`src/verilog/timer_pair_pkg.sv`:
```
// package: register map, field positions and timing counts of the timer pair
package timer_pair_pkg;
   // ----------------------------------------------------------------
   // register addresses on the special-function register port
   // ----------------------------------------------------------------
   localparam logic [7:0] ADDR_CTRL   = 8'h88;
   localparam logic [7:0] ADDR_MODE   = 8'h89;
   localparam logic [7:0] ADDR_A_LOW  = 8'h8a;
   localparam logic [7:0] ADDR_B_LOW  = 8'h8b;
   localparam logic [7:0] ADDR_A_HIGH = 8'h8c;
   localparam logic [7:0] ADDR_B_HIGH = 8'h8d;
   localparam logic [7:0] ADDR_CLKSEL = 8'h8e;

   // ----------------------------------------------------------------
   // control register bit positions
   // ----------------------------------------------------------------
   localparam int CTRL_TF_B = 7;
   localparam int CTRL_TR_B = 6;
   localparam int CTRL_TF_A = 5;
   localparam int CTRL_TR_A = 4;

   // ----------------------------------------------------------------
   // mode register fields: one nibble per timer, timer b on top
   // ----------------------------------------------------------------
   localparam int MODE_B_LSB = 4;
   localparam int MODE_A_LSB = 0;
   localparam int NIB_GATE   = 3;
   localparam int NIB_CTSEL  = 2;

   // clock-select register fields
   localparam int CLK_B_SYS  = 3;
   localparam int CLK_A_SYS  = 2;

   // ----------------------------------------------------------------
   // reset values
   // ----------------------------------------------------------------
   localparam logic [7:0] RST_BYTE = 8'h00;

   // ----------------------------------------------------------------
   // prescaler divides, counted in system clocks or external edges
   // ----------------------------------------------------------------
   localparam logic [5:0] DIV_12 = 6'h0b;   // terminal count for /12
   localparam logic [5:0] DIV_4  = 6'h03;   // terminal count for /4
   localparam logic [5:0] DIV_48 = 6'h2f;   // terminal count for /48
   localparam logic [2:0] DIV_EXT8 = 3'h7;  // terminal count for external /8

   typedef enum logic [1:0]
   {
      MODE_13BIT,
      MODE_16BIT,
      MODE_RELOAD,
      MODE_SPLIT
   } tmode_e;

   // one timer's count after a step, with its wrap indication
   typedef struct packed
   {
      logic       ovf;
      logic [7:0] hi;
      logic [7:0] lo;
   } step_s;
endpackage
```
`src/verilog/timer_pair.sv`:
```
// two counter/timers with four modes, gating, prescaler and flags
`timescale 1ns/10ps
module timer_pair
(
   input  wire logic       clk_i,
   input  wire logic       sys_rst_i,
   input  wire logic [7:0] sfr_addr_i,
   input  wire logic       sfr_wr_i,
   input  wire logic [7:0] sfr_wdata_i,
   output logic      [7:0] sfr_rdata_o,
   input  wire logic       timer_a_count_pin_i,
   input  wire logic       timer_b_count_pin_i,
   input  wire logic       ext_irq_input_a_i,
   input  wire logic       ext_irq_input_b_i,
   input  wire logic       irq_input_a_polarity_i,
   input  wire logic       irq_input_b_polarity_i,
   input  wire logic       ext_prescale_clk_i,
   input  wire logic       timer_a_irq_enable_i,
   input  wire logic       timer_b_irq_enable_i,
   input  wire logic       timer_a_vector_ack_i,
   input  wire logic       timer_b_vector_ack_i,
   output logic            timer_a_irq_o,
   output logic            timer_b_irq_o,
   output logic            timer_b_tick_o
);
   // ----------------------------------------------------------------
   // step function shared by both timers in modes 0 to 2
   // ----------------------------------------------------------------
   function automatic timer_pair_pkg::step_s step
   (
      input timer_pair_pkg::tmode_e m,
      input logic [7:0]             hi,
      input logic [7:0]             lo
   );
      timer_pair_pkg::step_s r;
      r.hi  = hi;
      r.lo  = lo + 8'h01;
      r.ovf = 1'b0;
      case (m)
         timer_pair_pkg::MODE_13BIT:
         begin
            // upper three low bits stay untouched
            r.lo  = {lo[7:5], lo[4:0] + 5'h01};
            r.hi  = (lo[4:0] == 5'h1f) ? hi + 8'h01 : hi;
            r.ovf = (lo[4:0] == 5'h1f) && (hi == 8'hff);
         end
         timer_pair_pkg::MODE_16BIT:
         begin
            r.hi  = (lo == 8'hff) ? hi + 8'h01 : hi;
            r.ovf = (lo == 8'hff) && (hi == 8'hff);
         end
         timer_pair_pkg::MODE_RELOAD:
         begin
            r.ovf = (lo == 8'hff);
            if (lo == 8'hff)
            begin
               r.lo = hi;
            end
         end
         default:
         begin
            r.ovf = 1'b0;
         end
      endcase
      return r;
   endfunction

   // ----------------------------------------------------------------
   // state
   // ----------------------------------------------------------------
   logic [7:0] ctrl_reg,  ctrl_next;
   logic [7:0] mode_reg,  mode_next;
   logic [7:0] clksel_reg, clksel_next;
   logic [7:0] a_lo_reg,  a_lo_next;
   logic [7:0] a_hi_reg,  a_hi_next;
   logic [7:0] b_lo_reg,  b_lo_next;
   logic [7:0] b_hi_reg,  b_hi_next;
   logic [7:0] rdata_reg, rdata_next;
   logic [5:0] pre_cnt_reg, pre_cnt_next;
   logic [2:0] ext_cnt_reg, ext_cnt_next;
   logic       tick_reg,  tick_next;
   logic [4:0] sync1_reg, sync2_reg, sync3_reg;

   timer_pair_pkg::tmode_e a_mode, b_mode;
   timer_pair_pkg::step_s  a_st, b_st;
   logic a_gate_ok, b_gate_ok, a_en, b_en, split_a;
   logic a_int_tick, b_int_tick, a_tick, b_tick, pre_tick;
   logic a_pin_fall, b_pin_fall, ext_fall;
   logic a_inc, b_inc, a_hi_inc, a_ovf, b_ovf, b_ovf_raw;

   // ----------------------------------------------------------------
   // input synchroniser: pins a, b, gates a, b, external clock
   // ----------------------------------------------------------------
   // the third stage exists only so edges never look at stage one
   always_ff @(posedge clk_i)
   begin
      if (sys_rst_i)
      begin
         sync1_reg <= 5'h00;
         sync2_reg <= 5'h00;
         sync3_reg <= 5'h00;
      end
      else
      begin
         sync1_reg <= {ext_prescale_clk_i, ext_irq_input_b_i,
                       ext_irq_input_a_i, timer_b_count_pin_i,
                       timer_a_count_pin_i};
         sync2_reg <= sync1_reg;
         sync3_reg <= sync2_reg;
      end
   end

   assign a_pin_fall = sync3_reg[0] & ~sync2_reg[0];
   assign b_pin_fall = sync3_reg[1] & ~sync2_reg[1];
   assign ext_fall   = sync3_reg[4] & ~sync2_reg[4];

   // ----------------------------------------------------------------
   // clock sources and enables
   // ----------------------------------------------------------------
   assign a_mode  = timer_pair_pkg::tmode_e'(mode_reg[1:0]);
   assign b_mode  = timer_pair_pkg::tmode_e'(mode_reg[5:4]);
   assign split_a = (a_mode == timer_pair_pkg::MODE_SPLIT);
   assign pre_tick = tick_reg;

   // gating input active when it equals its polarity bit
   assign a_gate_ok = ~mode_reg[timer_pair_pkg::MODE_A_LSB +
                                timer_pair_pkg::NIB_GATE] |
                      (sync2_reg[2] == irq_input_a_polarity_i);
   assign b_gate_ok = ~mode_reg[timer_pair_pkg::MODE_B_LSB +
                                timer_pair_pkg::NIB_GATE] |
                      (sync2_reg[3] == irq_input_b_polarity_i);

   assign a_en = ctrl_reg[timer_pair_pkg::CTRL_TR_A] & a_gate_ok;
   // split timer a takes timer b's run bit away from it
   assign b_en = (b_mode != timer_pair_pkg::MODE_SPLIT) &&
                 (split_a ||
                  (ctrl_reg[timer_pair_pkg::CTRL_TR_B] & b_gate_ok));

   assign a_int_tick = clksel_reg[timer_pair_pkg::CLK_A_SYS] | pre_tick;
   assign b_int_tick = clksel_reg[timer_pair_pkg::CLK_B_SYS] | pre_tick;
   assign a_tick = mode_reg[timer_pair_pkg::MODE_A_LSB +
                            timer_pair_pkg::NIB_CTSEL] ?
                   a_pin_fall : a_int_tick;
   assign b_tick = (mode_reg[timer_pair_pkg::MODE_B_LSB +
                             timer_pair_pkg::NIB_CTSEL] && !split_a) ?
                   b_pin_fall : b_int_tick;

   assign a_inc    = a_en & a_tick;
   assign b_inc    = b_en & b_tick;
   assign a_hi_inc = split_a & ctrl_reg[timer_pair_pkg::CTRL_TR_B] &
                     a_int_tick;

   assign a_st = step(a_mode, a_hi_reg, a_lo_reg);
   assign b_st = step(b_mode, b_hi_reg, b_lo_reg);

   assign a_ovf     = a_inc & (split_a ? (a_lo_reg == 8'hff) : a_st.ovf);
   assign b_ovf_raw = b_inc & b_st.ovf;
   // b flag source: split high byte, else b itself
   assign b_ovf     = split_a ? (a_hi_inc & (a_hi_reg == 8'hff))
                              : b_ovf_raw;

   // ----------------------------------------------------------------
   // next-state logic for prescaler, counts, registers, read data
   // ----------------------------------------------------------------
   always_comb
   begin
      logic [5:0] term;
      logic       flag_a, flag_b;
      term   = timer_pair_pkg::DIV_12;
      flag_a = 1'b0;
      flag_b = 1'b0;
      case (clksel_reg[1:0])
         2'h1:    term = timer_pair_pkg::DIV_4;
         2'h2:    term = timer_pair_pkg::DIV_48;
         default: term = timer_pair_pkg::DIV_12;
      endcase
      // prescaler divides system clock or external edges
      pre_cnt_next = pre_cnt_reg;
      ext_cnt_next = ext_cnt_reg;
      tick_next    = 1'b0;
      if (clksel_reg[1:0] == 2'h3)
      begin
         if (ext_fall)
         begin
            ext_cnt_next = ext_cnt_reg + 3'h1;
            tick_next    = (ext_cnt_reg == timer_pair_pkg::DIV_EXT8);
         end
      end
      else if (pre_cnt_reg >= term)
      begin
         pre_cnt_next = 6'h00;
         tick_next    = 1'b1;
      end
      else
      begin
         pre_cnt_next = pre_cnt_reg + 6'h01;
      end

      // counts advance; run bit never clears them
      a_lo_next = a_lo_reg;
      a_hi_next = a_hi_reg;
      b_lo_next = b_lo_reg;
      b_hi_next = b_hi_reg;
      if (a_inc)
      begin
         a_lo_next = split_a ? a_lo_reg + 8'h01 : a_st.lo;
         a_hi_next = split_a ? a_hi_reg : a_st.hi;
      end
      if (a_hi_inc)
      begin
         a_hi_next = a_hi_reg + 8'h01;
      end
      if (b_inc)
      begin
         b_lo_next = b_st.lo;
         b_hi_next = b_st.hi;
      end

      // flags: hardware set wins over vector clear and writes
      flag_a = ctrl_reg[timer_pair_pkg::CTRL_TF_A] & ~timer_a_vector_ack_i;
      flag_b = ctrl_reg[timer_pair_pkg::CTRL_TF_B] & ~timer_b_vector_ack_i;
      ctrl_next   = ctrl_reg;
      mode_next   = mode_reg;
      clksel_next = clksel_reg;
      if (sfr_wr_i)
      begin
         case (sfr_addr_i)
            timer_pair_pkg::ADDR_CTRL:
            begin
               ctrl_next = sfr_wdata_i;
               flag_a = sfr_wdata_i[timer_pair_pkg::CTRL_TF_A];
               flag_b = sfr_wdata_i[timer_pair_pkg::CTRL_TF_B];
            end
            timer_pair_pkg::ADDR_MODE:   mode_next   = sfr_wdata_i;
            timer_pair_pkg::ADDR_CLKSEL: clksel_next = sfr_wdata_i;
            timer_pair_pkg::ADDR_A_LOW:  a_lo_next   = sfr_wdata_i;
            timer_pair_pkg::ADDR_A_HIGH: a_hi_next   = sfr_wdata_i;
            timer_pair_pkg::ADDR_B_LOW:  b_lo_next   = sfr_wdata_i;
            timer_pair_pkg::ADDR_B_HIGH: b_hi_next   = sfr_wdata_i;
            default:                     ctrl_next   = ctrl_reg;
         endcase
      end
      ctrl_next[timer_pair_pkg::CTRL_TF_A] = flag_a | a_ovf;
      ctrl_next[timer_pair_pkg::CTRL_TF_B] = flag_b | b_ovf;

      // register read data, one cycle after the address
      case (sfr_addr_i)
         timer_pair_pkg::ADDR_CTRL:   rdata_next = ctrl_reg;
         timer_pair_pkg::ADDR_MODE:   rdata_next = mode_reg;
         timer_pair_pkg::ADDR_CLKSEL: rdata_next = clksel_reg;
         timer_pair_pkg::ADDR_A_LOW:  rdata_next = a_lo_reg;
         timer_pair_pkg::ADDR_A_HIGH: rdata_next = a_hi_reg;
         timer_pair_pkg::ADDR_B_LOW:  rdata_next = b_lo_reg;
         timer_pair_pkg::ADDR_B_HIGH: rdata_next = b_hi_reg;
         default:                     rdata_next = 8'h00;
      endcase
   end

   // ----------------------------------------------------------------
   // registers
   // ----------------------------------------------------------------
   always_ff @(posedge clk_i)
   begin
      if (sys_rst_i)
      begin
         ctrl_reg    <= timer_pair_pkg::RST_BYTE;
         mode_reg    <= timer_pair_pkg::RST_BYTE;
         clksel_reg  <= timer_pair_pkg::RST_BYTE;
         a_lo_reg    <= timer_pair_pkg::RST_BYTE;
         a_hi_reg    <= timer_pair_pkg::RST_BYTE;
         b_lo_reg    <= timer_pair_pkg::RST_BYTE;
         b_hi_reg    <= timer_pair_pkg::RST_BYTE;
         rdata_reg   <= timer_pair_pkg::RST_BYTE;
         pre_cnt_reg <= 6'h00;
         ext_cnt_reg <= 3'h0;
         tick_reg    <= 1'b0;
      end
      else
      begin
         ctrl_reg    <= ctrl_next;
         mode_reg    <= mode_next;
         clksel_reg  <= clksel_next;
         a_lo_reg    <= a_lo_next;
         a_hi_reg    <= a_hi_next;
         b_lo_reg    <= b_lo_next;
         b_hi_reg    <= b_hi_next;
         rdata_reg   <= rdata_next;
         pre_cnt_reg <= pre_cnt_next;
         ext_cnt_reg <= ext_cnt_next;
         tick_reg    <= tick_next;
      end
   end

   // ----------------------------------------------------------------
   // outputs
   // ----------------------------------------------------------------
   assign sfr_rdata_o   = rdata_reg;
   // enable gates only the request, never the flag
   assign timer_a_irq_o = ctrl_reg[timer_pair_pkg::CTRL_TF_A] &
                          timer_a_irq_enable_i;
   assign timer_b_irq_o = ctrl_reg[timer_pair_pkg::CTRL_TF_B] &
                          timer_b_irq_enable_i;
   // b tick stays live in split mode for baud and trigger use
   assign timer_b_tick_o = b_ovf_raw;
endmodule

```
`config.mk`:
```
export PLATFORM = sky130hd
export DESIGN_NAME = timer_pair
export DESIGN_NICKNAME = d
export VERILOG_FILES = /design/src/verilog/timer_pair_pkg.sv /design/src/verilog/timer_pair.sv
export SDC_FILE = /design/constraint.sdc
export NUM_CORES = 1
export LEC_CHECK = 0
export BUFFER_PORTS_ARGS = -buffer_cell sky130_fd_sc_hd__buf_4
export CELL_PAD_IN_SITES_DETAIL_PLACEMENT = 0
export CELL_PAD_IN_SITES_GLOBAL_PLACEMENT = 1
export CORE_ASPECT_RATIO = 1.2
export CORE_MARGIN = 4
export CORE_UTILIZATION = 38
export CTS_CLUSTER_DIAMETER = 40
export DETAILED_ROUTE_END_ITERATION = 6
export HOLD_SLACK_MARGIN = 0.05
export PLACE_DENSITY = 0.75
export SYNTH_ARGS = -nofsm -noshare
export SYNTH_HDL_FRONTEND = slang
export SYNTH_SLANG_ARGS = --single-unit
```
`constraint.sdc`:
```
create_clock -name clk_i -period 2.35 [get_ports clk_i]
set_input_delay 0.1175 -clock clk_i [delete_from_list [all_inputs] [get_ports clk_i]]
set_output_delay 0.1175 -clock clk_i [all_outputs]
set_load 0.02 [all_outputs]
```
* Word level (Yosys, flattened, before mapping)
Index checks and enable logic that the tools add are counted.
** Word-level totals
- Bits in registers :: 89
- Bits of input ports :: 30
** Cells by class
- $add $sub $neg :: 8
- $lt $le $gt $ge :: 1
- Eq/ne operators :: 25
- Muxes and demuxes :: 41
- Bitwise gates (word level) :: 29
- Reductions and logical operators :: 14
** Operator list (count)
- 8-bit two-way mux :: 21
- 8-bit == test, second input constant :: 11
- 8-bit one-hot mux with 2 select lines :: 4
- 8-bit one-hot mux with 7 select lines :: 1
- 8-bit by 1-bit adder with 8-bit output, second input constant :: 4
- 1-bit bitwise AND :: 16
- 6-bit one-hot mux with 2 select lines :: 1
- 1-bit two-way mux :: 11
- 5-bit by 1-bit adder with 5-bit output, second input constant :: 2
- 2-bit == test, second input constant :: 5
- 5-bit == test, second input constant :: 2
- 2-bit AND reduction :: 4
- 1-bit inverter :: 7
- 6-bit by 1-bit adder with 6-bit output, second input constant :: 1
- 2-bit by 1-bit == test with 1-bit output, second input constant :: 3
- 6-bit greater-or-equal comparator :: 1
- 1-bit logical AND :: 6
- 6-bit two-way mux :: 1
- 1-bit OR :: 6
- 1-bit one-hot mux with 3 select lines :: 2
- 2-bit logical NOT :: 2
- 3-bit by 1-bit adder with 3-bit output, second input constant :: 1
- 3-bit == test, second input constant :: 1
- 1-bit == test :: 2
- 3 further kinds :: 3

* Depth between registers and ports, before layout
Gate-level depths: netlist of the first run.
- Word-level depth :: 9
- Gate-level depth with buffers :: 9

* Worst setup path before layout of the first run
Ideal clock, no wire load.
- Kind :: register to register
- Start :: register a_lo_reg[0]
- End :: register a_hi_reg[0]
- Library setup time :: 106 ps
- Arrival time :: 1976 ps
- Slack :: 268 ps
- Stages on the path, launching flop included :: 8
- Buffers on the path :: 1
- Clock period less this slack :: 2082 ps
- Path through :: dfxtp_1 ha_1 nand4_1 a211oi_1 a21oi_1 buf_2 or4_1 o311ai_0
** On the way
- Cells in the longest elaborated chain, start to end :: 8
- Elaborated cells between the ends (all ways) :: 10
- Classes of those cells :: 2 x eq/ne; 8 x mux
** RTL lines
- from (decl) :: RTL line timer_pair.sv:74 : logic [7:0] a_lo_reg, a_lo_next;
- from (signal assigned) :: RTL line timer_pair.sv:269 : a_lo_reg <= timer_pair_pkg::RST_BYTE;
- from (signal assigned) :: RTL line timer_pair.sv:283 : a_lo_reg <= a_lo_next;
- 8-bit == test or 5-bit == test (tied branches) :: RTL line timer_pair.sv:49, timer_pair.sv:44
- 8-bit two-way mux (on tied branches) :: RTL line timer_pair.sv:49, timer_pair.sv:44
- 8-bit one-hot mux with 2 select lines * :: RTL line timer_pair.sv:39 : case (m)
- 8-bit two-way mux * :: RTL line timer_pair.sv:207 : a_hi_next = split_a ? a_hi_reg : a_st.hi;
- 8-bit two-way mux * :: RTL line timer_pair.sv:204 : if (a_inc)
- 8-bit two-way mux * :: RTL line timer_pair.sv:209 : if (a_hi_inc)
- 8-bit two-way mux :: RTL line timer_pair.sv:227 : case (sfr_addr_i)
- 8-bit two-way mux * :: RTL line timer_pair.sv:225 : if (sfr_wr_i)
- to (signal assigned) :: RTL line timer_pair.sv:270 : a_hi_reg <= timer_pair_pkg::RST_BYTE;
- to (signal assigned) :: RTL line timer_pair.sv:284 : a_hi_reg <= a_hi_next;
- to (decl) :: RTL line timer_pair.sv:75 : logic [7:0] a_hi_reg, a_hi_next;
Mark *: on every way between the ends. The rest lies on a longest branch, timed or not.
A chain may end at the register's enable or synchronous reset.

* Worst setup path in the final report of the first run
- Start :: register b_hi_reg[1]
- End :: output timer_b_tick_o
** On the way
- Cells in the longest elaborated chain, start to end :: 4
- Elaborated cells between the ends (all ways) :: 5
- Classes of those cells :: 1 x eq/ne; 1 x mux; 1 x bitwise; 2 x reduce/logical
** RTL lines
- from (decl) :: RTL line timer_pair.sv:77 : logic [7:0] b_hi_reg, b_hi_next;
- from (signal assigned) :: RTL line timer_pair.sv:272 : b_hi_reg <= timer_pair_pkg::RST_BYTE;
- from (signal assigned) :: RTL line timer_pair.sv:286 : b_hi_reg <= b_hi_next;
- 8-bit == test * :: RTL line timer_pair.sv:45, timer_pair.sv:50
- 1-bit logical AND (on tied branches) :: RTL line timer_pair.sv:50, timer_pair.sv:45
- 1-bit one-hot mux with 3 select lines * :: RTL line timer_pair.sv:39
- 1-bit bitwise AND * :: RTL line timer_pair.sv:157 : assign b_ovf_raw = b_inc & b_st.ovf;
- to (decl) :: RTL line timer_pair.sv:24 : output logic timer_b_tick_o
Marked as above.

==> results of run 1 <==
[routing by layer]
layer | vias up | GRT usage, % | part of all wire [%] | wire (um)
li1 | 2286 | - | - | -
met1 | 2303 | 27.3 | 42 | 6780
met2 | 197 | 35.4 | 48 | 7870
met3 | 56 | 2.86 | 5.2 | 849
met4 | 0 | 13.1 | 5.1 | 830
met5 | - | 0 | 0 | 0
[cell families (layout without fill, tap and decap cells)]
family	Yosys count	count (layout)
muxes	40	40
adders and majority gates	11	11
buffers and inverters	57	112
DFF	87	87
xor gates and xnor gates	15	15
AOI/OAI and AO/OA	145	145
and+or+nand+nor	232	232
[repair_timing]
item,4_1_cts,5_1_grt
endpoints found under the hold margin,5,0
endpoints found under the setup margin,1,1
hold buffers,5,0
pin swaps,1,1
resized for setup,5,5
[power by group]
group | switching (mW) | internal [mW] | total, mW
sequential | 0.0183 | 1.49 | 1.51
combinational | 0.133 | 0.0875 | 0.221
clock | 0.581 | 0.951 | 1.53
total | 0.732 | 2.53 | 3.26
[synthesized netlist by cell type (8+ instances only)]
master / n / share of area (%)
dfxtp_1: 87 / 35
ha_1: 11 / 2.8
inv_1: 19 / 1.4
clkbuf_1: 19 / 1.4
a21oi_1: 27 / 2.7
o21ai_0: 22 / 2.2
xor2_1: 11 / 1.9
nand2_1: 50 / 3.8
nor2_1: 62 / 4.7
buf_2: 11 / 1.1
nor2b_1: 18 / 2.3
nor3_1: 8 / 0.80
nand4_1: 14 / 1.8
a211oi_1: 12 / 1.8
a31oi_1: 9 / 1.1
nand3_1: 22 / 2.2
mux2i_1: 30 / 6.0
[cell type report]
| type | instances | area [um^2] |
|---|---|---|
| well taps | 164 | 205 |
| inverters | 19 | 71.3 |
| repair buffers | 79 | 606 |
| clock buffers | 11 | 243 |
| multi-input cells | 443 | 3030 |
| fillers | 1241 | 6800 |
| clock inverters | 3 | 68.8 |
| flip-flops and latches | 87 | 1750 |
[through the flow]
stage | instance area [um^2] | cells
after floorplan | 5000 | 587
after global placement | 5580 | 787
after detailed placement | 5580 | 787
after CTS | 5970 | 806
after global routing | 5980 | 806
final | 5980 | 806
[tightest hold or removal path: cells and delay by family]
kind,cells,cell delay (ns)
multiplexers,1,0.07
buffers and inverters,1,0.12
AND/OR/NAND/NOR,1,0.08
[how the worst max path moves through the flow]
| stage | to | cells past startpoint | slack, ns |
|---|---|---|---|
| floorplan | a_hi_reg[0] | 7 | 0.27 |
| global route | a_lo_reg[4] | 7 | 0.02 |
| global placement | timer_b_tick_o | 10 | 0.25 |
| CTS | timer_b_tick_o | 10 | 0.02 |
| detailed placement | timer_b_tick_o | 10 | 0.23 |
| finish | timer_b_tick_o | 7 | 0.13 |
==> metrics, run 1 <==
number of DRC violations after detailed-routing iteration 0=447; compound-gate portion of the synthesized area=21.7%; remaining design rule violation count=0; number of hold violations in the final report=0; Seq/Total Area, Yosys=34.8%; Crit path required time=2.23 ns; routed via count divided by cell count=6.01; summed negative setup slack over all endpoints=0 ns; final core occ=46.8%; final wirelength=16.3 mm; number of cell instances on the worst register-to-register path=7; CTS buffer count=9; worst setup slack for register-to-register paths=0.21 ns; final worst-path setup slack=0.125 ns; maximum number of buffers from clock root to sink=2; die boundary height=134 um; Tot Pwr=3.26 mW; area added between synthesis and finish=19.5%; Die Outline Area=15100 um^2; dominant synthesized flop cell=dfxtp_1; diode insertion count for antenna repair=0; vias in the first global route=4628; core area=12800 um^2; simple-gate share of the synthesized area=24.2%; HPWL after detailed placement=11.9 mm; fraction of synthesized area in multiplexers=8.93%; WL/cell=20.3 um; cell area after technology mapping=5000 um^2; main combinational cell family by area after synthesis=simple AND/OR/NAND/NOR gates; xor and xnor area share after synthesis=2.63%; Adder-Cell Fraction of Synth Area=2.75%; crit-path max FO=5; capturing point of the worst reg2reg path=a_lo_reg[4]; fraction of layout instances using a drive strength above 1=18.5%; global-route total usage across every layer=21.8%; number of nets in the layout=680; number of placed I/O pins=41; Hold Path Stages=3; outcome=finished, final reports clean; number of buffers added for setup after CTS=0; capturing element type of the critical path=primary output; nets in the synthesized netlist=628; Fin Hold WS=0.0850 ns; slowest CP cell=dfxtp_1; static leakage=2.25 nW; CTS root buffer=clkbuf_16; synthesized flop and latch total=87; global-route congestion overflow total=0; H-tree depth=3; number of max-slew violations in the final report=0; global-route wire length before repair=25.5 mm; endpoints failing setup=0; Period Utilization, post-route=94.7%; initial core utilization=39.1%; Post-Syn Area per Cell=8.52 um^2; die width=113 um; DP Worst Slack=0.225 ns; RR Startpoint=a_lo_reg[1]; max-cap check violation count=0; count of flip-flops with a built-in enable after synthesis=0; Peak Freq=449 MHz; total via count in the routed design=4842; path class of the lowest-slack min-delay path=in -> reg; dominant delay contributor by cell family on the critical path=simple AND/OR/NAND/NOR gates; weighted congestion reported at the end of routability-driven placement=0.908; kind of critical path=reg -> out; maximum number of pins on one net before global-route repair=46; proportion of register bits with asynchronous set or reset after synthesis=0%; Worst-path clk slew=0.06 ns; detailed-routing iteration count for the pre-antenna-repair pass=7; count of buffers inserted at the top-level ports=40; number of instances in the synthesized netlist=587; clk sink count=87; initial antenna violation count=0; Tightest Pin Transition=0.617 ns; leading cell type in the layout, fill and taps excluded=dfxtp_1; hold path startpoint=sfr_wdata_i[5]; Largest stage delay, worst path=0.47 ns; number of rows in the core area=45; Worst-Skew Late Latency=0.35 ns; kind of start point of the critical path=flip-flop; minimum period implied by the final worst setup slack=2.22 ns; RSZ-0062 raised after global routing=no; post-route ant nets=0; Critical Path AT=2.11 ns; Max VDD drop=365 uV; clock skew=0.00643 ns; startpoint of the worst setup timing path=b_hi_reg[1]; Worst Hold Path EP=mode_reg[5]; CTS tree=done; Max transition margin=58.4%; Cell Chain, Critical Path=ha_1 -> nand3_1 -> nor4_2 -> a21oi_1 -> o21a_1 -> nor2_1 -> buf_4; number of synthesis warnings=0; leading cell types in the layout, fill and taps excluded=85 x dfxtp_1, 74 x buf_4, 62 x nor2_1, 50 x nand2_1, 30 x mux2i_1; pwr/cell area=546 nW/um^2; Cell variety after synth=74; sum of buffers and inverters on the critical path=1
Note: power is estimated with default switching activity, not from simulation.
==> run 2, diff against run 1 <==
--- a/config.mk
+++ b/config.mk
@@ -11,6 +11,7 @@
 export CORE_ASPECT_RATIO = 1.2
 export CORE_MARGIN = 4
 export CORE_UTILIZATION = 38
+export CTS_BUF_LIST = sky130_fd_sc_hd__clkbuf_16
 export CTS_CLUSTER_DIAMETER = 40
 export DETAILED_ROUTE_END_ITERATION = 6
 export HOLD_SLACK_MARGIN = 0.05
==> run 2 against run 1 <==
Effect of this change: register-to-register slack better by 0.02 ns; sequential share of layout area hardly changed; utilization is 0.078 points lower; first-iteration DRC count is 12% higher; worst hold slack better by 0.00072 ns; clock power is 3% lower; die area stayed put; sequential power hardly changed; combinational power hardly changed.
==> metrics, run 2 (synthesis gave the netlist of run 1 again) <==
outcome=finished, final reports clean (unchanged); total via count in the routed design=4830 (was 4842); Max transition margin=58.5% (was 58.4%); Worst-path clk slew=0.06 ns (about the same); routed via count divided by cell count=5.99 (was 6.01); Crit path required time=2.23 ns (about the same); Tot Pwr=3.22 mW (was 3.26 mW); number of buffers added for setup after CTS=0 (unchanged); diode insertion count for antenna repair=0 (unchanged); leading cell type in the layout, fill and taps excluded=dfxtp_1 (unchanged); number of placed I/O pins=41 (unchanged); DP Worst Slack=0.225 ns (unchanged); Tightest Pin Transition=0.616 ns (was 0.617 ns); number of DRC violations after detailed-routing iteration 0=500 (was 447); post-route ant nets=0 (unchanged); initial core utilization=39.1% (unchanged); RSZ-0062 raised after global routing=no (unchanged); kind of critical path=reg -> out (unchanged); Final Non-Filler Cells=806 (unchanged); count of buffers inserted at the top-level ports=40 (unchanged); maximum number of pins on one net before global-route repair=46 (unchanged); WL/cell=20.2 um (was 20.3 um); Peak Freq=450 MHz (was 449 MHz); capturing point of the worst reg2reg path=a_lo_reg[4] (unchanged); max-cap check violation count=0 (unchanged); weighted congestion reported at the end of routability-driven placement=0.908 (unchanged); finished layout cell area=5970 um^2 (was 5980 um^2); final worst-path setup slack=0.128 ns (was 0.125 ns); minimum period implied by the final worst setup slack=2.22 ns (about the same); number of cell instances on the worst register-to-register path=7 (unchanged); Inst Count DP=787 (unchanged); path class of the lowest-slack min-delay path=in -> reg (unchanged); global-route congestion overflow total=0 (unchanged); Worst Hold Path EP=mode_reg[5] (unchanged); CTS buffer count=9 (unchanged); area added between synthesis and finish=19.3% (was 19.5%); crit-path max FO=6 (was 5); H-tree depth=3 (unchanged); initial antenna violation count=0 (unchanged); RR Startpoint=a_lo_reg[1] (unchanged); pwr/cell area=540 nW/um^2 (was 546 nW/um^2); die width=113 um (unchanged); die boundary height=134 um (unchanged); global-route total usage across every layer=21.8% (about the same); Die Outline Area=15100 um^2 (unchanged); vias in the first global route=4631 (was 4628); Period Utilization, post-route=94.6% (was 94.7%); CTS tree=done (unchanged); clock skew=0.00646 ns (was 0.00643 ns); static leakage=2.25 nW (about the same); kind of start point of the critical path=flip-flop (unchanged); CTS root buffer=clkbuf_16 (unchanged); final core occ=46.7% (was 46.8%); HPWL after detailed placement=11.9 mm (unchanged); final wirelength=16.3 mm (about the same); detailed-routing iteration count for the pre-antenna-repair pass=5 (was 7); endpoints failing setup=0 (unchanged); summed negative setup slack over all endpoints=0 ns (unchanged); core area=12800 um^2 (unchanged); number of rows in the core area=45 (unchanged); DP Area=5580 um^2 (unchanged); fraction of layout instances using a drive strength above 1=18.4% (was 18.5%); number of max-slew violations in the final report=0 (unchanged); Hold Path Stages=3 (unchanged); Fin Hold WS=0.0857 ns (was 0.0850 ns); hold path startpoint=sfr_wdata_i[5] (unchanged); maximum number of buffers from clock root to sink=2 (unchanged); clk sink count=87 (unchanged); capturing element type of the critical path=primary output (unchanged); global-route wire length before repair=25.5 mm (about the same); worst setup slack for register-to-register paths=0.23 ns (was 0.21 ns); Max VDD drop=364 uV (was 365 uV); Critical Path AT=2.10 ns (was 2.11 ns); number of hold violations in the final report=0 (unchanged); leading cell types in the layout, fill and taps excluded=85 x dfxtp_1, 74 x buf_4, 62 x nor2_1, 50 x nand2_1, 30 x mux2i_1 (unchanged); number of nets in the layout=680 (unchanged); Worst-Skew Late Latency=0.35 ns (about the same); remaining design rule violation count=0 (unchanged)
[run 2: per-layer routing]
| metal | GRT usage (%) | up-vias | wire (um) |
|---|---|---|---|
| met5 | 0 | - | 0 |
| met4 | 13.1 | 0 | 860 |
| met3 | 2.86 | 56 | 704 |
| met2 | 35.4 | 180 | 7850 |
| met1 | 27.2 | 2308 | 6890 |
| li1 | - | 2286 | - |
[run 2: how the worst max path moves through the flow]
stage	startpoint	to	cells after the start
floorplan	a_lo_reg[0]	a_hi_reg[0]	7
global placement	b_lo_reg[0]	timer_b_tick_o	10
detailed placement	b_lo_reg[0]	timer_b_tick_o	10
CTS	b_lo_reg[0]	timer_b_tick_o	10
global route	a_lo_reg[1]	a_lo_reg[4]	7
finish	mode_reg[0]	timer_b_tick_o	6
[run 2: area by class of cell]
class	instances	area [um^2]
fill	1239	6810
sequential	87	1750
multi-input combinational	443	3030
inverter	19	71.3
tap	164	205
clock buffer	9	225
timing repair buffer	79	606
clock inverter	5	76.3
[run 2: worst max-delay path, stage by stage (launching register included)]
cell	delay, ns
dfxtp_1	0.46
nand2_1	0.24
a32oi_4	0.35
nand3_1	0.24
buf_4	0.23
nor2_1	0.10
buf_4	0.14
[run 2: power by group]
part	switching, mW	internal, mW	leakage (nW)
Combinational	0.133	0.0875	1.39
Sequential	0.0184	1.49	0.705
Clock	0.579	0.913	0.150
[run 2: timing repair]
item                                   in CTS  in global routing
hold buffers                                5                  0
pin swaps                                   1                  1
gates cloned                                0                  0
endpoints found under the hold margin       5                  0
resized for setup                           5                  5
setup endpoints to repair                   1                  1
